==> src/rtl/adcctl_pkg.sv <==
package adcctl_pkg;
  // bus and field widths
  localparam int unsigned ADDR_W        = 8;
  localparam int unsigned DATA_W        = 32;
  localparam int unsigned RES_W         = 12;
  localparam int unsigned SEL_W         = 5;
  localparam int unsigned GAIN_W        = 5;
  localparam int unsigned DIV_W         = 6;
  localparam int unsigned ACQ_W         = 6;
  localparam int unsigned CNT_W         = 8;

  // register byte offsets
  localparam logic [ADDR_W-1:0] CTRL_OFS   = 8'h00;
  localparam logic [ADDR_W-1:0] CPOS_OFS   = 8'h04;
  localparam logic [ADDR_W-1:0] CNEG_OFS   = 8'h08;
  localparam logic [ADDR_W-1:0] STAT_OFS   = 8'h0c;
  localparam logic [ADDR_W-1:0] RSLT_OFS   = 8'h10;
  localparam logic [ADDR_W-1:0] SRST_OFS   = 8'h14;
  localparam logic [ADDR_W-1:0] GAIN_OFS   = 8'h18;

  // control, status and result register fields
  localparam int unsigned CTL_EN_BIT     = 0;
  localparam int unsigned CTL_START_BIT  = 1;
  localparam int unsigned CTL_CONT_BIT   = 2;
  localparam int unsigned CTL_MODE_LO    = 3;
  localparam int unsigned CTL_MODE_HI    = 4;
  localparam int unsigned CTL_EXT_BIT    = 5;
  localparam int unsigned CTL_DIV_LO     = 8;
  localparam int unsigned CTL_DIV_HI     = 13;
  localparam int unsigned CTL_BYP_N_BIT  = 14;
  localparam int unsigned CTL_BYP_P_BIT  = 15;
  localparam int unsigned CTL_ACQ_LO     = 16;
  localparam int unsigned CTL_ACQ_HI     = 21;
  localparam int unsigned STA_READY_BIT  = 0;
  localparam int unsigned RES_LO         = 16;
  localparam int unsigned RES_HI         = 27;

  // conversion modes
  localparam logic [1:0] MODE_SINGLE    = 2'h0;
  localparam logic [1:0] MODE_DIFF      = 2'h1;
  localparam logic [1:0] MODE_PSEUDO    = 2'h2;

  // positive channel codes
  localparam logic [SEL_W-1:0] CH_EXT_LAST   = 5'h06;
  localparam logic [SEL_W-1:0] CH_PHOTO0     = 5'h07;
  localparam logic [SEL_W-1:0] CH_PHOTO1     = 5'h08;
  localparam logic [SEL_W-1:0] CH_SUPPLY0    = 5'h09;
  localparam logic [SEL_W-1:0] CH_IDAC0      = 5'h0c;
  localparam logic [SEL_W-1:0] CH_TEMP       = 5'h11;
  localparam logic [SEL_W-1:0] CH_VREF       = 5'h12;
  localparam logic [SEL_W-1:0] CH_AGND       = 5'h13;
  localparam logic [SEL_W-1:0] CH_POS_MAX    = 5'h13;
  // negative channel codes
  localparam logic [SEL_W-1:0] CHN_PHOTO0    = 5'h07;
  localparam logic [SEL_W-1:0] CHN_PHOTO1    = 5'h08;
  localparam logic [SEL_W-1:0] CHN_MAX       = 5'h09;

  // reset values and timing counts
  localparam logic [DIV_W-1:0]  DIV_RST      = 6'h02;
  localparam logic [ACQ_W-1:0]  ACQ_RST      = 6'h08;
  localparam logic [DIV_W-1:0]  DIV_TEMP     = 6'h20;
  localparam logic [ACQ_W-1:0]  ACQ_TEMP     = 6'h10;
  localparam logic [CNT_W-1:0]  TRIAL_CLKS   = 8'h13;
  localparam logic [1:0]        MODE_RST     = MODE_SINGLE;
  localparam logic [GAIN_W-1:0] GAIN_RST     = 5'h00;
  localparam logic [SEL_W-1:0]  SEL_RST      = 5'h00;
endpackage

==> src/rtl/adcctl_sequencer.sv <==
`timescale 1ns/1ps
`default_nettype none
module adcctl_sequencer
  import adcctl_pkg::*;
(
  input  wire logic             MCLK_I,
  input  wire logic             RST_N_I,
  input  wire logic             abort_i,
  input  wire logic             start_i,
  input  wire logic [DIV_W-1:0] div_i,
  input  wire logic [ACQ_W-1:0] acq_i,
  output logic                  busy_o,
  output logic                  sample_o,
  output logic                  conv_clk_o,
  output logic                  done_o
);
  typedef enum logic [1:0] {ADCSQ_IDLE, ADCSQ_ACQ, ADCSQ_TRIAL} adcsq_state_t;

  adcsq_state_t     state_reg;
  logic [DIV_W-1:0] div_reg;
  logic [DIV_W-1:0] pre_reg;
  logic [CNT_W-1:0] cnt_reg;
  logic [CNT_W-1:0] acq_last;
  logic             tick;

  // one converter clock every div system clocks; zero acts as one
  assign tick     = (pre_reg >= div_reg - 6'h01) || (div_reg == '0);
  assign acq_last = {{(CNT_W-ACQ_W){1'b0}}, acq_i} - 8'h01;
  assign busy_o   = (state_reg != ADCSQ_IDLE);
  assign sample_o = (state_reg == ADCSQ_ACQ);

  always_ff @(posedge MCLK_I or negedge RST_N_I) begin
    if (!RST_N_I) begin
      pre_reg    <= '0;
      conv_clk_o <= 1'b0;
    end else if (state_reg == ADCSQ_IDLE || abort_i || tick) begin
      pre_reg    <= '0;
      conv_clk_o <= (state_reg != ADCSQ_IDLE) && !abort_i;
    end else begin
      pre_reg    <= pre_reg + 6'h01;
      conv_clk_o <= 1'b0;
    end
  end

  always_ff @(posedge MCLK_I or negedge RST_N_I) begin
    if (!RST_N_I) begin
      state_reg <= ADCSQ_IDLE;
      div_reg   <= DIV_RST;
      cnt_reg   <= '0;
      done_o    <= 1'b0;
    end else begin
      done_o <= 1'b0;
      if (abort_i) begin
        state_reg <= ADCSQ_IDLE;
      end else begin
        case (state_reg)
          ADCSQ_IDLE: begin
            if (start_i) begin
              div_reg   <= div_i;
              cnt_reg   <= (acq_i == '0) ? '0 : acq_last;
              state_reg <= ADCSQ_ACQ;
            end
          end
          ADCSQ_ACQ: begin
            if (tick) begin
              if (cnt_reg == '0) begin
                cnt_reg   <= TRIAL_CLKS - 8'h01;
                state_reg <= ADCSQ_TRIAL;
              end else begin
                cnt_reg <= cnt_reg - 8'h01;
              end
            end
          end
          ADCSQ_TRIAL: begin
            if (tick) begin
              if (cnt_reg == '0) begin
                done_o    <= 1'b1;
                state_reg <= ADCSQ_IDLE;
              end else begin
                cnt_reg <= cnt_reg - 8'h01;
              end
            end
          end
          default: state_reg <= ADCSQ_IDLE;
        endcase
      end
    end
  end
endmodule
`default_nettype wire

==> src/rtl/adcctl_top.sv <==
// Behaviour
// - differential mode yields twos complement codes, step twice reference over 4096.
// - differential result is sign plus 11 bits, readable as signed integer.
// - single-ended and pseudo differential yield straight binary, step reference over 4096.
// - result sits in bits 27..16, four bits above hold sign copies.
// - control bit 15 bypasses positive buffer, bit 14 negative, independently.
// - control bits 4..3 choose single-ended, pseudo or fully differential mode.
// - amplifier gain code gives 32 linear steps from gain 1 to 5.
// - amplifier stays in path whenever a photo input pair is selected.
// - buffer and mode settings live apart from channel selection.
// - positive select covers pins, supplies, current outputs, diode, reference, ground.
// - control fields set converter clock divider and acquisition clock count.
// - reset timing is 8 acquisition clocks, divider 2, plus 19 clocks.
// - temperature channel forces 16 acquisition clocks and divider 32.
// - user timing applies again once a positive channel other than temperature is selected.
// - ready flag bit 0 set at conversion end, cleared by reading result.
// - conversion-active output high during conversion, low once finished.
// - trigger still high at conversion end starts another conversion.
// - writing the soft reset register returns all registers to defaults.
`timescale 1ns/1ps
`default_nettype none
module adcctl_top
  import adcctl_pkg::*;
(
  input  wire logic                           MCLK_I,
  input  wire logic                           RST_N_I,
  input  wire logic                           PSEL_I,
  input  wire logic                           PENABLE_I,
  input  wire logic                           PWRITE_I,
  input  wire logic [adcctl_pkg::ADDR_W-1:0]  PADDR_I,
  input  wire logic [adcctl_pkg::DATA_W-1:0]  PWDATA_I,
  output logic      [adcctl_pkg::DATA_W-1:0]  PRDATA_O,
  output logic                                PREADY_O,
  output logic                                PSLVERR_O,
  input  wire logic                           CONV_TRIGGER_I,
  input  wire logic [adcctl_pkg::RES_W-1:0]   CORE_DATA_I,
  output logic      [adcctl_pkg::SEL_W-1:0]   POSITIVE_CHANNEL_SELECT_O,
  output logic      [adcctl_pkg::SEL_W-1:0]   NEGATIVE_CHANNEL_SELECT_O,
  output logic      [1:0]                     CONV_MODE_O,
  output logic                                BYPASS_POS_BUFFER_O,
  output logic                                BYPASS_NEG_BUFFER_O,
  output logic      [adcctl_pkg::GAIN_W-1:0]  AMPLIFIER_GAIN_CODE_O,
  output logic                                AMPLIFIER_IN_PATH_O,
  output logic                                SAMPLE_O,
  output logic                                CONV_CLK_O,
  output logic                                CONVERSION_ACTIVE_OUTPUT_O,
  output logic                                RESULT_READY_FLAG_O
);
  import adcctl_pkg::*;

  logic             en_reg;
  logic             cont_reg;
  logic             ext_reg;
  logic [1:0]       mode_reg;
  logic [DIV_W-1:0] div_reg;
  logic [ACQ_W-1:0] acq_reg;
  logic             byp_p_reg;
  logic             byp_n_reg;
  logic [SEL_W-1:0] pos_reg;
  logic [SEL_W-1:0] neg_reg;
  logic [GAIN_W-1:0] gain_reg;
  logic             ready_reg;
  logic             in_path_reg;
  logic [DATA_W-1:0] result_reg;
  logic [1:0]       conv_mode_reg;
  logic             sw_start_reg;
  logic [2:0]       trig_sync_reg;
  logic             trig_reg;
  logic             trig_prev_reg;
  logic             soft_reset;
  logic             wr_access;
  logic             rd_setup;
  logic             rd_result;
  logic             mapped;
  logic             busy;
  logic             done;
  logic             start;
  logic             temp_sel;
  logic [DIV_W-1:0] eff_div;
  logic [ACQ_W-1:0] eff_acq;
  logic [DATA_W-1:0] rd_data;

  // decode helper used by both read and write paths
  function automatic logic is_mapped(input logic [ADDR_W-1:0] a);
    logic hit;
    hit = 1'b0;
    if (a == CTRL_OFS) begin
      hit = 1'b1;
    end else if (a == CPOS_OFS) begin
      hit = 1'b1;
    end else if (a == CNEG_OFS) begin
      hit = 1'b1;
    end else if (a == STAT_OFS) begin
      hit = 1'b1;
    end else if (a == RSLT_OFS) begin
      hit = 1'b1;
    end else if (a == SRST_OFS) begin
      hit = 1'b1;
    end else if (a == GAIN_OFS) begin
      hit = 1'b1;
    end
    return hit;
  endfunction

  // photo pair decode for the amplifier path flag
  function automatic logic is_photo(input logic [SEL_W-1:0] p,
                                    input logic [SEL_W-1:0] n);
    logic hit;
    hit = (p == CH_PHOTO0) || (p == CH_PHOTO1);
    if (n == CHN_PHOTO0 || n == CHN_PHOTO1) begin
      hit = 1'b1;
    end
    return hit;
  endfunction

  // conversion code to result word
  function automatic logic [DATA_W-1:0] format_result(input logic [1:0]       m,
                                                      input logic [RES_W-1:0] raw);
    logic [RES_W-1:0] code;
    logic             sign;
    int               b;
    code          = raw;
    sign          = 1'b0;
    format_result = '0;
    if (m == MODE_DIFF) begin
      code = {~raw[RES_W-1], raw[RES_W-2:0]};
      sign = code[RES_W-1];
    end
    format_result[RES_HI:RES_LO] = code;
    for (b = RES_HI + 1; b < DATA_W; b++) begin
      format_result[b] = sign;
    end
  endfunction

  assign mapped     = is_mapped(PADDR_I);
  assign wr_access  = PSEL_I && PENABLE_I && PWRITE_I && mapped;
  assign rd_setup   = PSEL_I && !PENABLE_I && !PWRITE_I;
  assign rd_result  = PSEL_I && PENABLE_I && !PWRITE_I && (PADDR_I == RSLT_OFS);
  assign soft_reset = wr_access && (PADDR_I == SRST_OFS);
  assign PREADY_O   = 1'b1;
  assign PSLVERR_O  = PSEL_I && PENABLE_I && !mapped;

  // trigger pin synchroniser, a change counts when stages two and three agree
  always_ff @(posedge MCLK_I or negedge RST_N_I) begin
    if (!RST_N_I) begin
      trig_sync_reg <= 3'h0;
      trig_reg      <= 1'b0;
      trig_prev_reg <= 1'b0;
    end else begin
      trig_sync_reg <= {trig_sync_reg[1:0], CONV_TRIGGER_I};
      if (trig_sync_reg[1] == trig_sync_reg[2]) begin
        trig_reg <= trig_sync_reg[2];
      end
      trig_prev_reg <= trig_reg;
    end
  end

  // control register, buffer bypass and mode kept apart from channel selects
  always_ff @(posedge MCLK_I or negedge RST_N_I) begin
    if (!RST_N_I) begin
      en_reg    <= 1'b0;
      cont_reg  <= 1'b0;
      ext_reg   <= 1'b0;
      mode_reg  <= MODE_RST;
      div_reg   <= DIV_RST;
      acq_reg   <= ACQ_RST;
      byp_p_reg <= 1'b0;
      byp_n_reg <= 1'b0;
    end else if (soft_reset) begin
      en_reg    <= 1'b0;
      cont_reg  <= 1'b0;
      ext_reg   <= 1'b0;
      mode_reg  <= MODE_RST;
      div_reg   <= DIV_RST;
      acq_reg   <= ACQ_RST;
      byp_p_reg <= 1'b0;
      byp_n_reg <= 1'b0;
    end else if (wr_access && PADDR_I == CTRL_OFS) begin
      en_reg    <= PWDATA_I[CTL_EN_BIT];
      cont_reg  <= PWDATA_I[CTL_CONT_BIT];
      ext_reg   <= PWDATA_I[CTL_EXT_BIT];
      mode_reg  <= PWDATA_I[CTL_MODE_HI:CTL_MODE_LO];
      div_reg   <= PWDATA_I[CTL_DIV_HI:CTL_DIV_LO];
      acq_reg   <= PWDATA_I[CTL_ACQ_HI:CTL_ACQ_LO];
      byp_p_reg <= PWDATA_I[CTL_BYP_P_BIT];
      byp_n_reg <= PWDATA_I[CTL_BYP_N_BIT];
    end
  end

  // software start is a one-cycle strobe taken from the control write
  always_ff @(posedge MCLK_I or negedge RST_N_I) begin
    if (!RST_N_I) begin
      sw_start_reg <= 1'b0;
    end else begin
      sw_start_reg <= wr_access && (PADDR_I == CTRL_OFS) && PWDATA_I[CTL_START_BIT]
                      && PWDATA_I[CTL_EN_BIT];
    end
  end

  // channel selects and amplifier gain, out-of-range codes ignored
  always_ff @(posedge MCLK_I or negedge RST_N_I) begin
    if (!RST_N_I) begin
      pos_reg     <= SEL_RST;
      neg_reg     <= SEL_RST;
      gain_reg    <= GAIN_RST;
      in_path_reg <= 1'b0;
    end else if (soft_reset) begin
      pos_reg     <= SEL_RST;
      neg_reg     <= SEL_RST;
      gain_reg    <= GAIN_RST;
      in_path_reg <= 1'b0;
    end else if (wr_access) begin
      if (PADDR_I == CPOS_OFS && PWDATA_I[SEL_W-1:0] <= CH_POS_MAX) begin
        pos_reg     <= PWDATA_I[SEL_W-1:0];
        in_path_reg <= is_photo(PWDATA_I[SEL_W-1:0], neg_reg);
      end else if (PADDR_I == CNEG_OFS && PWDATA_I[SEL_W-1:0] <= CHN_MAX) begin
        neg_reg     <= PWDATA_I[SEL_W-1:0];
        in_path_reg <= is_photo(pos_reg, PWDATA_I[SEL_W-1:0]);
      end else if (PADDR_I == GAIN_OFS) begin
        gain_reg <= PWDATA_I[GAIN_W-1:0];
      end
    end
  end

  // temperature channel overrides timing only for its own conversion
  assign temp_sel = (pos_reg == CH_TEMP);
  assign eff_div  = temp_sel ? DIV_TEMP : div_reg;
  assign eff_acq  = temp_sel ? ACQ_TEMP : acq_reg;

  // start sources: software, continuous, trigger edge or trigger still held
  always_comb begin
    start = 1'b0;
    if (en_reg && !busy && !done && !soft_reset) begin
      if (sw_start_reg || cont_reg) begin
        start = 1'b1;
      end else if (ext_reg && trig_reg && !trig_prev_reg) begin
        start = 1'b1;
      end
    end
  end
  logic restart_reg;
  always_ff @(posedge MCLK_I or negedge RST_N_I) begin
    if (!RST_N_I) begin
      restart_reg <= 1'b0;
    end else begin
      restart_reg <= done && en_reg && ext_reg && trig_reg && !soft_reset;
    end
  end

  adcctl_sequencer u_seq (
    .MCLK_I     (MCLK_I),
    .RST_N_I    (RST_N_I),
    .abort_i    (soft_reset),
    .start_i    (start || restart_reg),
    .div_i      (eff_div),
    .acq_i      (eff_acq),
    .busy_o     (busy),
    .sample_o   (SAMPLE_O),
    .conv_clk_o (CONV_CLK_O),
    .done_o     (done)
  );

  // mode latched at start so a late mode write cannot recode a result
  always_ff @(posedge MCLK_I or negedge RST_N_I) begin
    if (!RST_N_I) begin
      conv_mode_reg <= MODE_RST;
    end else if (soft_reset) begin
      conv_mode_reg <= MODE_RST;
    end else if ((start || restart_reg) && !busy) begin
      conv_mode_reg <= mode_reg;
    end
  end

  // result capture and ready flag; a new result wins over a read clear
  always_ff @(posedge MCLK_I or negedge RST_N_I) begin
    if (!RST_N_I) begin
      result_reg <= '0;
    end else if (soft_reset) begin
      result_reg <= '0;
    end else if (done) begin
      result_reg <= format_result(conv_mode_reg, CORE_DATA_I);
    end
  end

  always_ff @(posedge MCLK_I or negedge RST_N_I) begin
    if (!RST_N_I) begin
      ready_reg <= 1'b0;
    end else if (soft_reset) begin
      ready_reg <= 1'b0;
    end else if (done) begin
      ready_reg <= 1'b1;
    end else if (rd_result) begin
      ready_reg <= 1'b0;
    end
  end

  // read mux, sampled in the setup cycle so read data comes from a flop
  always_comb begin
    rd_data = '0;
    if (PADDR_I == CTRL_OFS) begin
      rd_data[CTL_EN_BIT]              = en_reg;
      rd_data[CTL_CONT_BIT]            = cont_reg;
      rd_data[CTL_MODE_HI:CTL_MODE_LO] = mode_reg;
      rd_data[CTL_EXT_BIT]             = ext_reg;
      rd_data[CTL_DIV_HI:CTL_DIV_LO]   = div_reg;
      rd_data[CTL_BYP_N_BIT]           = byp_n_reg;
      rd_data[CTL_BYP_P_BIT]           = byp_p_reg;
      rd_data[CTL_ACQ_HI:CTL_ACQ_LO]   = acq_reg;
    end else if (PADDR_I == CPOS_OFS) begin
      rd_data[SEL_W-1:0] = pos_reg;
    end else if (PADDR_I == CNEG_OFS) begin
      rd_data[SEL_W-1:0] = neg_reg;
    end else if (PADDR_I == STAT_OFS) begin
      rd_data[STA_READY_BIT] = ready_reg;
    end else if (PADDR_I == RSLT_OFS) begin
      rd_data = result_reg;
    end else if (PADDR_I == SRST_OFS) begin
      rd_data = '0;
    end else if (PADDR_I == GAIN_OFS) begin
      rd_data[GAIN_W-1:0] = gain_reg;
    end
  end

  always_ff @(posedge MCLK_I or negedge RST_N_I) begin
    if (!RST_N_I) begin
      PRDATA_O <= '0;
    end else if (rd_setup) begin
      PRDATA_O <= rd_data;
    end
  end

  // drive of the analog front end
  assign POSITIVE_CHANNEL_SELECT_O  = pos_reg;
  assign NEGATIVE_CHANNEL_SELECT_O  = neg_reg;
  assign CONV_MODE_O                = mode_reg;
  assign BYPASS_POS_BUFFER_O        = byp_p_reg;
  assign BYPASS_NEG_BUFFER_O        = byp_n_reg;
  assign AMPLIFIER_GAIN_CODE_O      = gain_reg;
  assign AMPLIFIER_IN_PATH_O        = in_path_reg;
  assign CONVERSION_ACTIVE_OUTPUT_O = busy;
  assign RESULT_READY_FLAG_O        = ready_reg;
endmodule
`default_nettype wire

==> config.mk <==
export PLATFORM = sky130hd
export DESIGN_NAME = adcctl_top
export DESIGN_NICKNAME = d
export VERILOG_FILES = /design/src/rtl/adcctl_pkg.sv /design/src/rtl/adcctl_sequencer.sv /design/src/rtl/adcctl_top.sv
export SDC_FILE = /design/constraint.sdc
export NUM_CORES = 1
export LEC_CHECK = 0
export BUFFER_PORTS_ARGS = -buffer_cell sky130_fd_sc_hd__buf_2
export CELL_PAD_IN_SITES_DETAIL_PLACEMENT = 0
export CELL_PAD_IN_SITES_GLOBAL_PLACEMENT = 1
export CORE_MARGIN = 8
export CORE_UTILIZATION = 38
export CTS_BUF_LIST = sky130_fd_sc_hd__clkbuf_8
export DETAILED_ROUTE_END_ITERATION = 6
export PLACE_DENSITY = 0.79
export SETUP_SLACK_MARGIN = 0.1
export SYNTH_ARGS = -nofsm -noshare
export SYNTH_HDL_FRONTEND = slang
export SYNTH_SLANG_ARGS = --single-unit
==> constraint.sdc <==
create_clock -name MCLK_I -period 3.21 [get_ports MCLK_I]
set_input_delay 0.642 -clock MCLK_I [delete_from_list [all_inputs] [get_ports MCLK_I]]
set_output_delay 0.642 -clock MCLK_I [all_outputs]
set_load 0.02 [all_outputs]
==> flow_metrics.tcl, run 1 <==
set metrics [dict create \
    final.min_clock_period_ns 2.92 \
    synth_warnings 0 \
    floorplan.initialDensity_pct 38.3 \
    place_hpwl_um 10700 \
    slew_headroom_pct 28.9 \
    gpl.final_weighted_congestion 0.848 \
    setup-violations-final 0 \
    routed-wl-met3_um 533 \
    row_count 44 \
    post-route-worst-setup-slack_ns 0.289 \
    clk_latency_ns 0.39 \
    route.final.wire_length_um 14300 \
    synth.cell_area_um2 5460 \
    max_h_tree_level 3 \
    timing.final.hold_violations 0 \
    worstPathBufferInverterCount 1 \
    timing.critical_path.slowest_stage_cell "sky130_fd_sc_hd__dfstp_2" \
    max-clock-path-buffers 2 \
    postLayoutCellArea_um2 6340 \
    highest-signal-layer "met4" \
    worst_path_most_repeated_cell "sky130_fd_sc_hd__ha_1" \
    design.die.area_um2 18500 \
    largest_register_ff_count 27 \
    fin_util_pct 44.5 \
    crit_path_end_kind "flip-flop" \
    globalRouteTotalUtil_pct 15.9 \
    maxSlewViolCount 0 \
    setup-tns-final_ns 0 \
    wl_met1_um 6810 \
    timing.setup.critical_path_class "flip-flop to flip-flop" \
    synth_edf_count 0 \
    critPathMaxStageDelay_ns 0.56 \
    grt_remaining_overflow 0 \
    detailedPlace.worstSlack_ns 0.232 \
    vias_per_cell 5.20 \
    chipWidth_um 136 \
    via_count_of_the_first_global_routing_pass 4658 \
    proportion_of_netlist_area_held_by_the_largest_area_contributor_pct 48.6 \
    drive_above_1_share_pct 24.7 \
    worstHoldPathType "primary input to asynchronous set/reset pin" \
    timing.rr.start "u_seq.div_reg[1]$_DFFE_PN1P_" \
    insertedDiodeCount 0 \
    via_count 4343 \
    post_synthesis_sequential_area_ratio_pct 50.0 \
    first_pass_iters 4 \
    antenna_violation_net_count_after_detailed_routing 0 \
    synthesized_instance_count 547 \
    worst_ep_arrival_time_ns 3.20 \
    synth-async-reset-ratio_pct 100 \
    clk_slew_on_worst_s_h_paths_ns 0.10 \
    grt_pass1_wl_um 23600 \
    syn_avg_cell_area_um2 9.98 \
    cts-root-buf "sky130_fd_sc_hd__clkbuf_8" \
    worst_slew_pin_slew_ns 1.07 \
    timing.reg2reg.worst_path_depth 10 \
    cp_launch_type "flip-flop" \
    p_per_area_nw_per_um2 420 \
    ir_drop_mv 0.218 \
    grt_start_max_net_pins 58 \
    final_cell_count_no_fill 835 \
    maxClockFrequency_ghz 0.342 \
    timing.critical_path.from "u_seq.div_reg[1]$_DFFE_PN1P_" \
    yosysUniqueCellTypes 65 \
    synth-seq-cells 109 \
    grt_setup_unrepaired "false" \
    cts-buffers-inserted 9 \
    synth_top_cells_by_area "sky130_fd_sc_hd__dfrtp_1 (49%), sky130_fd_sc_hd__nand2_1 (5.8%), sky130_fd_sc_hd__ha_1 (4.4%)" \
    synth.largest_area_cell "sky130_fd_sc_hd__dfrtp_1" \
    antenna_found_initial 0 \
    detail_route.iter0.violations 251 \
    num-nets-final 723 \
    worst_hold_margin_ns 0.306 \
    postCtsSetupRepairBufs 0 \
    die_y_um 136 \
    cts.sinks 109 \
    total_power_mw 2.66 \
    timing.rr.end "u_seq.cnt_reg[1]$_DFFE_PN0P_" \
    finalCritPeriodShare_pct 91.0 \
    finClkSkew_ns 0.00768 \
    wl_per_cell_um 17.1 \
    timing.reg2reg.setup_slack_ns 0.29 \
    cts_tree "yes" \
    wp_data_required_ns 3.49 \
    placed_area_um2 6160 \
    dpl.cell_count 819 \
    crit_path_max_fanout 8 \
    drv.max_cap_violation_count 0 \
    outcome "finished clean" \
    static-leakage-power_nw 3.12 \
    drcViolationCount 0 \
    port_buffers 100 \
    postSynth.topFlopCell "sky130_fd_sc_hd__dfrtp_1" \
    critical-path-top-delay-family "compound AO/OA/AOI/OAI gates" \
    detailroute.wirelength.met2_um 6740 \
    cp_cell_sequence "inv_1, ha_1, xnor2_1, ha_1, a21o_1, a31oi_1, o211ai_1, a22oi_2, nand2b_2, mux2_2" \
    fillCellCount 1372 \
    flow.area_growth_from_synthesis_pct 16.1 \
    core-area_um2 14300 \
    io-pin-count 116 \
]
-- report_power, final --
group | total (mW) | internal, mW | switching, mW
Sequential | 1.51 | 1.45 | 0.0595
Clock | 0.777 | 0.285 | 0.492
Combinational | 0.378 | 0.142 | 0.236
Total | 2.66 | 1.88 | 0.788
-- how the worst max path moves through the flow --
| stage | depth (start not counted) | end | slack (ns) |
|---|---|---|---|
| after floorplan | 11 | u_seq.cnt_reg[1]$_DFFE_PN0P_ | 0.58 |
| after global placement | 10 | u_seq.cnt_reg[1]$_DFFE_PN0P_ | 0.30 |
| after detailed placement | 10 | u_seq.cnt_reg[1]$_DFFE_PN0P_ | 0.23 |
| after CTS | 10 | u_seq.cnt_reg[1]$_DFFE_PN0P_ | 0.22 |
| after global routing | 10 | u_seq.cnt_reg[1]$_DFFE_PN0P_ | 0.11 |
| final | 10 | u_seq.cnt_reg[1]$_DFFE_PN0P_ | 0.29 |
-- cells in the mapped netlist (all sizes together) (2+ instances only) --
library cell,n
a32oi,6
a31oi,2
a41oi,2
nand3,22
ha,19
nor2b,8
mux2i,16
o2bb2ai,2
nand2,86
a211oi,3
nand2b,3
nand4,2
nor3,13
and4b,2
o22ai,2
a21oi,17
dfstp,3
a21o,3
xnor2,8
or3,2
inv,22
o21ai,38
xor2,4
nor3b,3
clkbuf,10
dfrtp,106
a22oi,8
nor4,6
nand3b,3
nor2,45
o211a,2
conb,2
a221oi,4
mux2,10
a22o,20
and2,2
buf,19
and3,6
-- what timing repair did --
| action | CTS | global route |
|---|---|---|
| gates resized for setup | 0 | 1 |
| setup endpoints to repair | 0 | 2 |
| hold buffers | 0 | 0 |
-- cell usage in the layout (no fill, tap or decap), types with 13 or more instances in the layout --
master                    netlist  final
sky130_fd_sc_hd__nand2_1       85     85
sky130_fd_sc_hd__a21oi_1       16     16
sky130_fd_sc_hd__nand3_1       22     22
sky130_fd_sc_hd__a22o_1        20     20
sky130_fd_sc_hd__mux2i_1       16     16
sky130_fd_sc_hd__buf_4          8     17
sky130_fd_sc_hd__o21ai_0       36     36
sky130_fd_sc_hd__inv_1         22     22
sky130_fd_sc_hd__dfrtp_1      106    106
sky130_fd_sc_hd__ha_1          19     19
sky130_fd_sc_hd__nor2_1        44     44
sky130_fd_sc_hd__buf_2         10     99
sky130_fd_sc_hd__nor3_1        13     13
-- final cells by class --
cell class                      instances  area, um^2  area share [%]
Clock inverter                          7        51.3           0.809
Clock buffer                            9         124            1.95
Multi-Input combinational cell        388        2500            39.4
Tap cell                              184         230            3.63
Timing Repair Buffer                  116         623            9.83
Inverter                               22        82.6            1.30
Sequential cell                       109        2730            43.1
-- logic make-up after synthesis --
group	synth area share, %
compound gates	15.3
other cells	0.138
simple gates	18.6
xor+xnor	1.93
flops	50.0
buf+inv	4.42
fa+ha+maj	4.54
mux	5.00
-- layer usage --
metal | GRT usage (%) | vias to the layer above
li1 | - | 2126
met3 | 2.73 | 12
met5 | 0 | -
met1 | 21.0 | 2111
met2 | 25.8 | 94
met4 | 5.80 | 0
Power figures use the tool's default switching activity.
==> run 2: changes to the inputs <==
--- a/config.mk
+++ b/config.mk
@@ -5,6 +5,7 @@
 export SDC_FILE = /design/constraint.sdc
 export NUM_CORES = 1
 export LEC_CHECK = 0
+export ABC_AREA = 1
 export BUFFER_PORTS_ARGS = -buffer_cell sky130_fd_sc_hd__buf_2
 export CELL_PAD_IN_SITES_DETAIL_PLACEMENT = 0
 export CELL_PAD_IN_SITES_GLOBAL_PLACEMENT = 1
@@ -12,7 +13,7 @@
 export CORE_UTILIZATION = 38
 export CTS_BUF_LIST = sky130_fd_sc_hd__clkbuf_8
 export DETAILED_ROUTE_END_ITERATION = 6
-export PLACE_DENSITY = 0.79
+export PLACE_DENSITY = 0.8
 export SETUP_SLACK_MARGIN = 0.1
 export SYNTH_ARGS = -nofsm -noshare
 export SYNTH_HDL_FRONTEND = slang
==> flow_metrics.tcl, run 2 <==
set metrics [dict create \
    outcome "finished clean" \
    synth-seq-cells 109 \
    cp_cell_sequence "nor2_1, nand2_1, nor3_1, xor2_1, inv_1, ha_1, nand2_1, inv_1, nand2_1, nand2_1, a21oi_1, nand3_1, inv_1, nand3_1, nor3b_1" \
    antenna_found_initial 0 \
    p_sw_share_pct 24.4 \
    cp_launch_type "flip-flop" \
    grt_pass1_wl_um 24300 \
    critPathMaxStageDelay_ns 0.43 \
    layout_commonest_cell "sky130_fd_sc_hd__nand2_1" \
    timing.final.hold_violations 0 \
    wl_per_cell_um 15.8 \
    globalRouteTotalUtil_pct 16.4 \
    synth.cell_area_um2 5570 \
    maxSlewViolCount 0 \
    die_y_um 137 \
    crit_path_max_fanout 6 \
    gpl.final_weighted_congestion 0.884 \
    via_count 4716 \
    first_pass_iters 5 \
    synth_edf_count 0 \
    synth_top_cells_by_area "sky130_fd_sc_hd__dfrtp_1 (48%), sky130_fd_sc_hd__nand2_1 (9.4%), sky130_fd_sc_hd__inv_1 (5.5%)" \
    cts-root-buf "sky130_fd_sc_hd__clkbuf_8" \
    clk_latency_ns 0.38 \
    timing.setup.critical_path_class "flip-flop to flip-flop" \
    antenna_violation_net_count_after_detailed_routing 0 \
    post_synthesis_sequential_area_ratio_pct 49.0 \
    drcViolationCount 0 \
    floorplan.initialDensity_pct 38.6 \
    synthesized_instance_count 651 \
    ctsResizeCount 0 \
    proportion_of_netlist_area_held_by_the_largest_area_contributor_pct 47.6 \
    setup-tns-final_ns 0 \
    grt_start_max_net_pins 72 \
    worst_path_most_repeated_cell "sky130_fd_sc_hd__nand2_1" \
    slew_headroom_pct 54.1 \
    max-clock-path-buffers 2 \
    place_hpwl_um 11100 \
    timing.critical_path.slowest_stage_cell "sky130_fd_sc_hd__dfrtp_1" \
    setup-violations-final 0 \
    insertedDiodeCount 0 \
    vias_per_cell 5.04 \
    port_buffers 100 \
    synth.most_common_cell "sky130_fd_sc_hd__nand2_1" \
    timing.reg2reg.worst_path_depth 15 \
    postCtsSetupRepairBufs 0 \
    synthTopCellsByCount "sky130_fd_sc_hd__nand2_1 (139), sky130_fd_sc_hd__dfrtp_1 (106), sky130_fd_sc_hd__inv_1 (81)" \
    via_count_of_the_first_global_routing_pass 4846 \
    dpl.cell_count 919 \
    core-area_um2 14400 \
    grt_remaining_overflow 0 \
    syn_avg_cell_area_um2 8.56 \
    hold_fix_buffers_at_cts 0 \
    chipWidth_um 137 \
    power.switching_mw 0.587 \
    cts-buffers-inserted 9 \
    worst_ep_arrival_time_ns 2.84 \
    power_report.internal_total_mw 1.82 \
    clkPwrFrac_pct 35.9 \
    detail_route.iter0.violations 261 \
    synth_warnings 0 \
    yosysUniqueCellTypes 47 \
    static-leakage-power_nw 3.36 \
    power_frac_comb_pct 6.0 \
    final.min_clock_period_ns 2.54 \
    design.die.area_um2 18800 \
    grt_setup_unrepaired "false" \
    row_count 44 \
    route.final.wire_length_um 14700 \
    worstHoldPathType "primary input to asynchronous set/reset pin" \
    worst_slew_pin_slew_ns 0.681 \
    finClkSkew_ns 0.00879 \
    synth-async-reset-ratio_pct 100 \
    p_per_area_nw_per_um2 374 \
    cts.sinks 109 \
    finalCritPeriodShare_pct 79.2 \
    wp_data_required_ns 3.51 \
    cts_tree "yes" \
    flow.area_growth_from_synthesis_pct 15.4 \
    max_h_tree_level 3 \
    clk_slew_on_worst_s_h_paths_ns 0.10 \
    synth.largest_area_cell "sky130_fd_sc_hd__dfrtp_1" \
    maxClockFrequency_ghz 0.393 \
    drv.max_cap_violation_count 0 \
    largest_register_ff_count 27 \
    final_cell_count_no_fill 935 \
    io-pin-count 116 \
    drive_above_1_share_pct 20.4 \
    p_seq_share_pct 58.1 \
    postSynth.topFlopCell "sky130_fd_sc_hd__dfrtp_1" \
    num-nets-final 823 \
    crit_path_end_kind "flip-flop" \
    most-common-layout-cells "sky130_fd_sc_hd__nand2_1 (139), sky130_fd_sc_hd__dfrtp_1 (106), sky130_fd_sc_hd__buf_2 (99), sky130_fd_sc_hd__inv_1 (82), sky130_fd_sc_hd__nand3_1 (52)" \
    ir_drop_mv 0.194 \
    fillCellCount 1432 \
]
-- run 2: changes by cell type after synthesis, sizes merged, moves of 14 or more --
cell	delta
a22o	-14
inv	+63
mux2i	-16
nand2	+61
nand3	+36
o21ai	+27
-- run 2: final timing paths --
check | start | endpoint | slack (ns)
min | RST_N_I | PRDATA_O[14]$_DFFE_PN0P_ | 0.21
min in group MCLK_I | CONV_TRIGGER_I | trig_sync_reg[0]$_DFF_PN0_ | 0.36
min reg2reg | trig_sync_reg[0]$_DFF_PN0_ | trig_sync_reg[1]$_DFF_PN0_ | 0.36
max | u_seq.div_reg[2]$_DFFE_PN0P_ | u_seq.pre_reg[2]$_DFF_PN0_ | 0.67
max reg2reg | u_seq.div_reg[2]$_DFFE_PN0P_ | u_seq.pre_reg[2]$_DFF_PN0_ | 0.67
max in group asynchronous | RST_N_I | trig_prev_reg$_DFF_PN0_ | 2.23
-- run 2: power groups by stage --
stage / logic [mW] / registers [mW] / clock network [mW]
3_3_place_gp: 0.145 / 1.42 / 0
5_1_grt: 0.161 / 1.40 / 0.950
3_5_place_dp: 0.148 / 1.42 / 0
6_report: 0.144 / 1.40 / 0.864
2_1_floorplan: 0.0452 / 1.44 / 0
4_1_cts: 0.148 / 1.40 / 0.897
-- run 2: worst max-delay path: cells and delay by family (launching register included) --
| family | cells | cell delay [ns] |
|---|---|---|
| buffers and inverters | 3 | 0.25 |
| AND/OR/NAND/NOR | 9 | 1.19 |
| XOR/XNOR | 1 | 0.16 |
| AO/OA/AOI/OAI | 1 | 0.16 |
| adder cells (fa/ha/maj) | 1 | 0.28 |
| flip-flops | 1 | 0.43 |
-- run 2: cell families after synthesis --
group | synth area share, %
fa+ha+maj | 4.45
buf+inv | 8.33
other cells | 0.135
simple gates | 23.3
compound gates | 12.5
xor+xnor | 2.20
flops | 49.0
-- run 2: area by class of cell --
cell class | instances | area, um^2 | area share (%)
Clock buffer | 10 | 138 | 2.14
Clock inverter | 6 | 61.3 | 0.953
Inverter | 87 | 327 | 5.08
Multi-Input combinational cell | 433 | 2390 | 37.1
Sequential cell | 109 | 2730 | 42.5
Tap cell | 184 | 230 | 3.58
Timing Repair Buffer | 106 | 561 | 8.71
-- run 2: through the flow --
step / total power [mW] / utilization, % / setup slack, ns / area, um^2 / hold slack, ns
2_1_floorplan: 1.48 / - / 0.980 / 5580 / 0.331
3_3_place_gp: 1.57 / 43.2 / 0.748 / 6230 / 0.341
3_5_place_dp: 1.57 / 43.2 / 0.672 / 6230 / 0.347
4_1_cts: 2.44 / 44.6 / 0.650 / 6430 / 0.218
5_1_grt: 2.51 / 44.6 / 0.305 / 6430 / 0.232
6_report: 2.41 / 44.6 / 0.668 / 6430 / 0.210
-- run 2: per-layer routing --
metal	part of all wire [%]	vias to the layer above	GRT usage (%)	wire length [um]
li1	-	2312	-	-
met1	46	2261	20.7	6740
met2	48	136	27.1	7030
met3	5.8	7	5.03	857
met4	0.71	0	3.20	104
met5	0	-	0	0
==> run 3: changes to the inputs <==
--- a/config.mk
+++ b/config.mk
@@ -5,7 +5,7 @@
 export SDC_FILE = /design/constraint.sdc
 export NUM_CORES = 1
 export LEC_CHECK = 0
-export ABC_AREA = 1
+export ABC_AREA = 0
 export BUFFER_PORTS_ARGS = -buffer_cell sky130_fd_sc_hd__buf_2
 export CELL_PAD_IN_SITES_DETAIL_PLACEMENT = 0
 export CELL_PAD_IN_SITES_GLOBAL_PLACEMENT = 1
@@ -13,7 +13,7 @@
 export CORE_UTILIZATION = 38
 export CTS_BUF_LIST = sky130_fd_sc_hd__clkbuf_8
 export DETAILED_ROUTE_END_ITERATION = 6
-export PLACE_DENSITY = 0.8
+export PLACE_DENSITY = 0.79
 export SETUP_SLACK_MARGIN = 0.1
 export SYNTH_ARGS = -nofsm -noshare
 export SYNTH_HDL_FRONTEND = slang
==> constraint.sdc (replaced) <==
create_clock -name MCLK_I -period 2.7 [get_ports MCLK_I]
set_input_delay 0.54 -clock MCLK_I [delete_from_list [all_inputs] [get_ports MCLK_I]]
set_output_delay 0.54 -clock MCLK_I [all_outputs]
set_load 0.02 [all_outputs]
==> flow_metrics.tcl, run 3 (same netlist as run 1, synthesis figures left out) <==
set metrics [dict create \
    outcome "finished clean" \
    finalCritPeriodShare_pct 93.8 \
    num-nets-final 730 \
    slew_headroom_pct 37.3 \
    io-pin-count 116 \
    cts-buffers-inserted 9 \
    worst_slew_pin_slew_ns 0.940 \
    gpl.final_weighted_congestion 0.836 \
    worstHoldPathType "primary input to asynchronous set/reset pin" \
    cts-root-buf "sky130_fd_sc_hd__clkbuf_8" \
    fillCellCount 1389 \
    route.final.wire_length_um 14300 \
    die_y_um 136 \
    placed_area_um2 6240 \
    hold_fix_buffers_at_cts 0 \
    via_count_of_the_first_global_routing_pass 4525 \
    floorplan.initialDensity_pct 38.3 \
    globalRouteTotalUtil_pct 15.6 \
    grt_start_max_net_pins 48 \
    critPathMaxStageDelay_ns 0.56 \
    grt_pass1_wl_um 22900 \
    timing.reg2reg.setup_slack_ns 0.17 \
    finClkSkew_ns 0.0113 \
    first_pass_iters 4 \
    antenna_violation_net_count_after_detailed_routing 0 \
    design.die.area_um2 18500 \
    max-clock-path-buffers 2 \
    wl_per_cell_um 17.0 \
    crit_path_end_kind "flip-flop" \
    largest_register_ff_count 27 \
    drive_above_1_share_pct 26.4 \
    timing.critical_path.slowest_stage_cell "sky130_fd_sc_hd__dfstp_2" \
    maxClockFrequency_ghz 0.395 \
    clk_slew_on_worst_s_h_paths_ns 0.11 \
    worst_ep_arrival_time_ns 2.82 \
    clk_latency_ns 0.39 \
    worst_hold_margin_ns 0.122 \
    chipWidth_um 136 \
    antenna_found_initial 0 \
    port_buffers 100 \
    cp_cell_sequence "inv_2, ha_4, xnor2_2, ha_1, a21o_1, a31oi_2, o211ai_1, a22oi_2, nand2b_4, mux2_4" \
    timing.rr.start "u_seq.div_reg[1]$_DFFE_PN1P_" \
    setup-violations-final 0 \
    cp_launch_type "flip-flop" \
    detail_route.iter0.violations 238 \
    timing.final.hold_violations 0 \
    p_per_area_nw_per_um2 523 \
    most-common-layout-cells "sky130_fd_sc_hd__dfrtp_1 (106), sky130_fd_sc_hd__buf_2 (99), sky130_fd_sc_hd__nand2_1 (85), sky130_fd_sc_hd__nor2_1 (44), sky130_fd_sc_hd__o21ai_0 (36)" \
    max_h_tree_level 3 \
    grt_remaining_overflow 0 \
    grt_setup_unrepaired "true" \
    insertedDiodeCount 0 \
    postLayoutCellArea_um2 6510 \
    static-leakage-power_nw 3.20 \
    drv.max_cap_violation_count 0 \
    total_power_mw 3.41 \
    flow.area_growth_from_synthesis_pct 19.3 \
    place_hpwl_um 10800 \
    ir_drop_mv 0.249 \
    cts.sinks 109 \
    vias_per_cell 5.22 \
    crit_path_max_fanout 5 \
    timing.setup.critical_path_class "flip-flop to flip-flop" \
    drcViolationCount 0 \
    timing.critical_path.from "u_seq.div_reg[1]$_DFFE_PN1P_" \
    row_count 44 \
    final.min_clock_period_ns 2.53 \
    setup-tns-final_ns 0 \
    core-area_um2 14300 \
    layout_commonest_cell "sky130_fd_sc_hd__dfrtp_1" \
    cts_tree "yes" \
    wp_data_required_ns 2.99 \
    maxSlewViolCount 0 \
    via_count 4392 \
    fin_util_pct 45.7 \
]
## run 3: cell types whose count changed in the layout (fill, tap and decap cells not counted), moves of 13 or more
cell and change:
sky130_fd_sc_hd__buf_4 +16, sky130_fd_sc_hd__inv_1 -61, sky130_fd_sc_hd__a22o_1 +14, sky130_fd_sc_hd__o21ai_0 -14, sky130_fd_sc_hd__nand2_1 -54, sky130_fd_sc_hd__mux2i_1 +16, sky130_fd_sc_hd__o21ai_1 -13, sky130_fd_sc_hd__nand3_1 -30
## run 3: worst max-delay path, delay by kind of cell (launching register included)
| family | cells | cell delay (ns) |
|---|---|---|
| buffers and inverters | 1 | 0.06 |
| XOR/XNOR | 1 | 0.12 |
| multiplexers | 1 | 0.30 |
| flip-flops | 1 | 0.56 |
| adder cells (fa/ha/maj) | 2 | 0.47 |
| AND/OR/NAND/NOR | 1 | 0.19 |
| AO/OA/AOI/OAI | 4 | 0.72 |
## run 3: final cells by class
cell class | instances | area, um^2 | area share, %
Clock inverter | 7 | 98.8 | 1.52
Timing Repair Buffer | 123 | 701 | 10.8
Tap cell | 184 | 230 | 3.53
Inverter | 22 | 82.6 | 1.27
Clock buffer | 9 | 124 | 1.90
Sequential cell | 109 | 2730 | 41.9
Multi-Input combinational cell | 388 | 2550 | 39.1
## run 3: metal layers
| layer | wire length (um) | share of wire (%) | GRT usage [%] |
|---|---|---|---|
| met1 | 6590 | 46 | 19.6 |
| met2 | 7000 | 49 | 25.9 |
| met3 | 582 | 4.1 | 4.14 |
| met4 | 150 | 1.0 | 4.15 |
| met5 | 0 | 0 | 0 |
## run 3: path summary, 6_finish.rpt
path                                           endpoint  cells past startpoint
setup / recovery           u_seq.cnt_reg[4]$_DFFE_PN0P_                     10
hold / removal               u_seq.pre_reg[0]$_DFF_PN0_                      1
setup reg to reg           u_seq.cnt_reg[4]$_DFFE_PN0P_                     10
hold reg to reg              trig_sync_reg[1]$_DFF_PN0_                      0
max in group asynchronous        acq_reg[3]$_DFFE_PN1P_                      2
min in group MCLK_I          trig_sync_reg[0]$_DFF_PN0_                      1
## run 3: where the power goes
group	internal (mW)	switching (mW)	total, mW
Clock	0.528	0.594	1.12
Sequential	1.72	0.0744	1.80
Combinational	0.200	0.290	0.490
## run 3: through the flow
| stage | setup slack (ns) | std cells |
|---|---|---|
| finish | 0.168 | 842 |
| global route | 0.0836 | 842 |
| CTS | 0.102 | 839 |
| detailed placement | 0.112 | 823 |
| global placement | 0.163 | 823 |
| floorplan | 0.0844 | 548 |
## run 3: repair_timing
item | CTS | global route
resized for setup | 2 | 2
setup buffers | 0 | 3
pin swaps | 0 | 4
setup endpoints to repair | 8 | 14
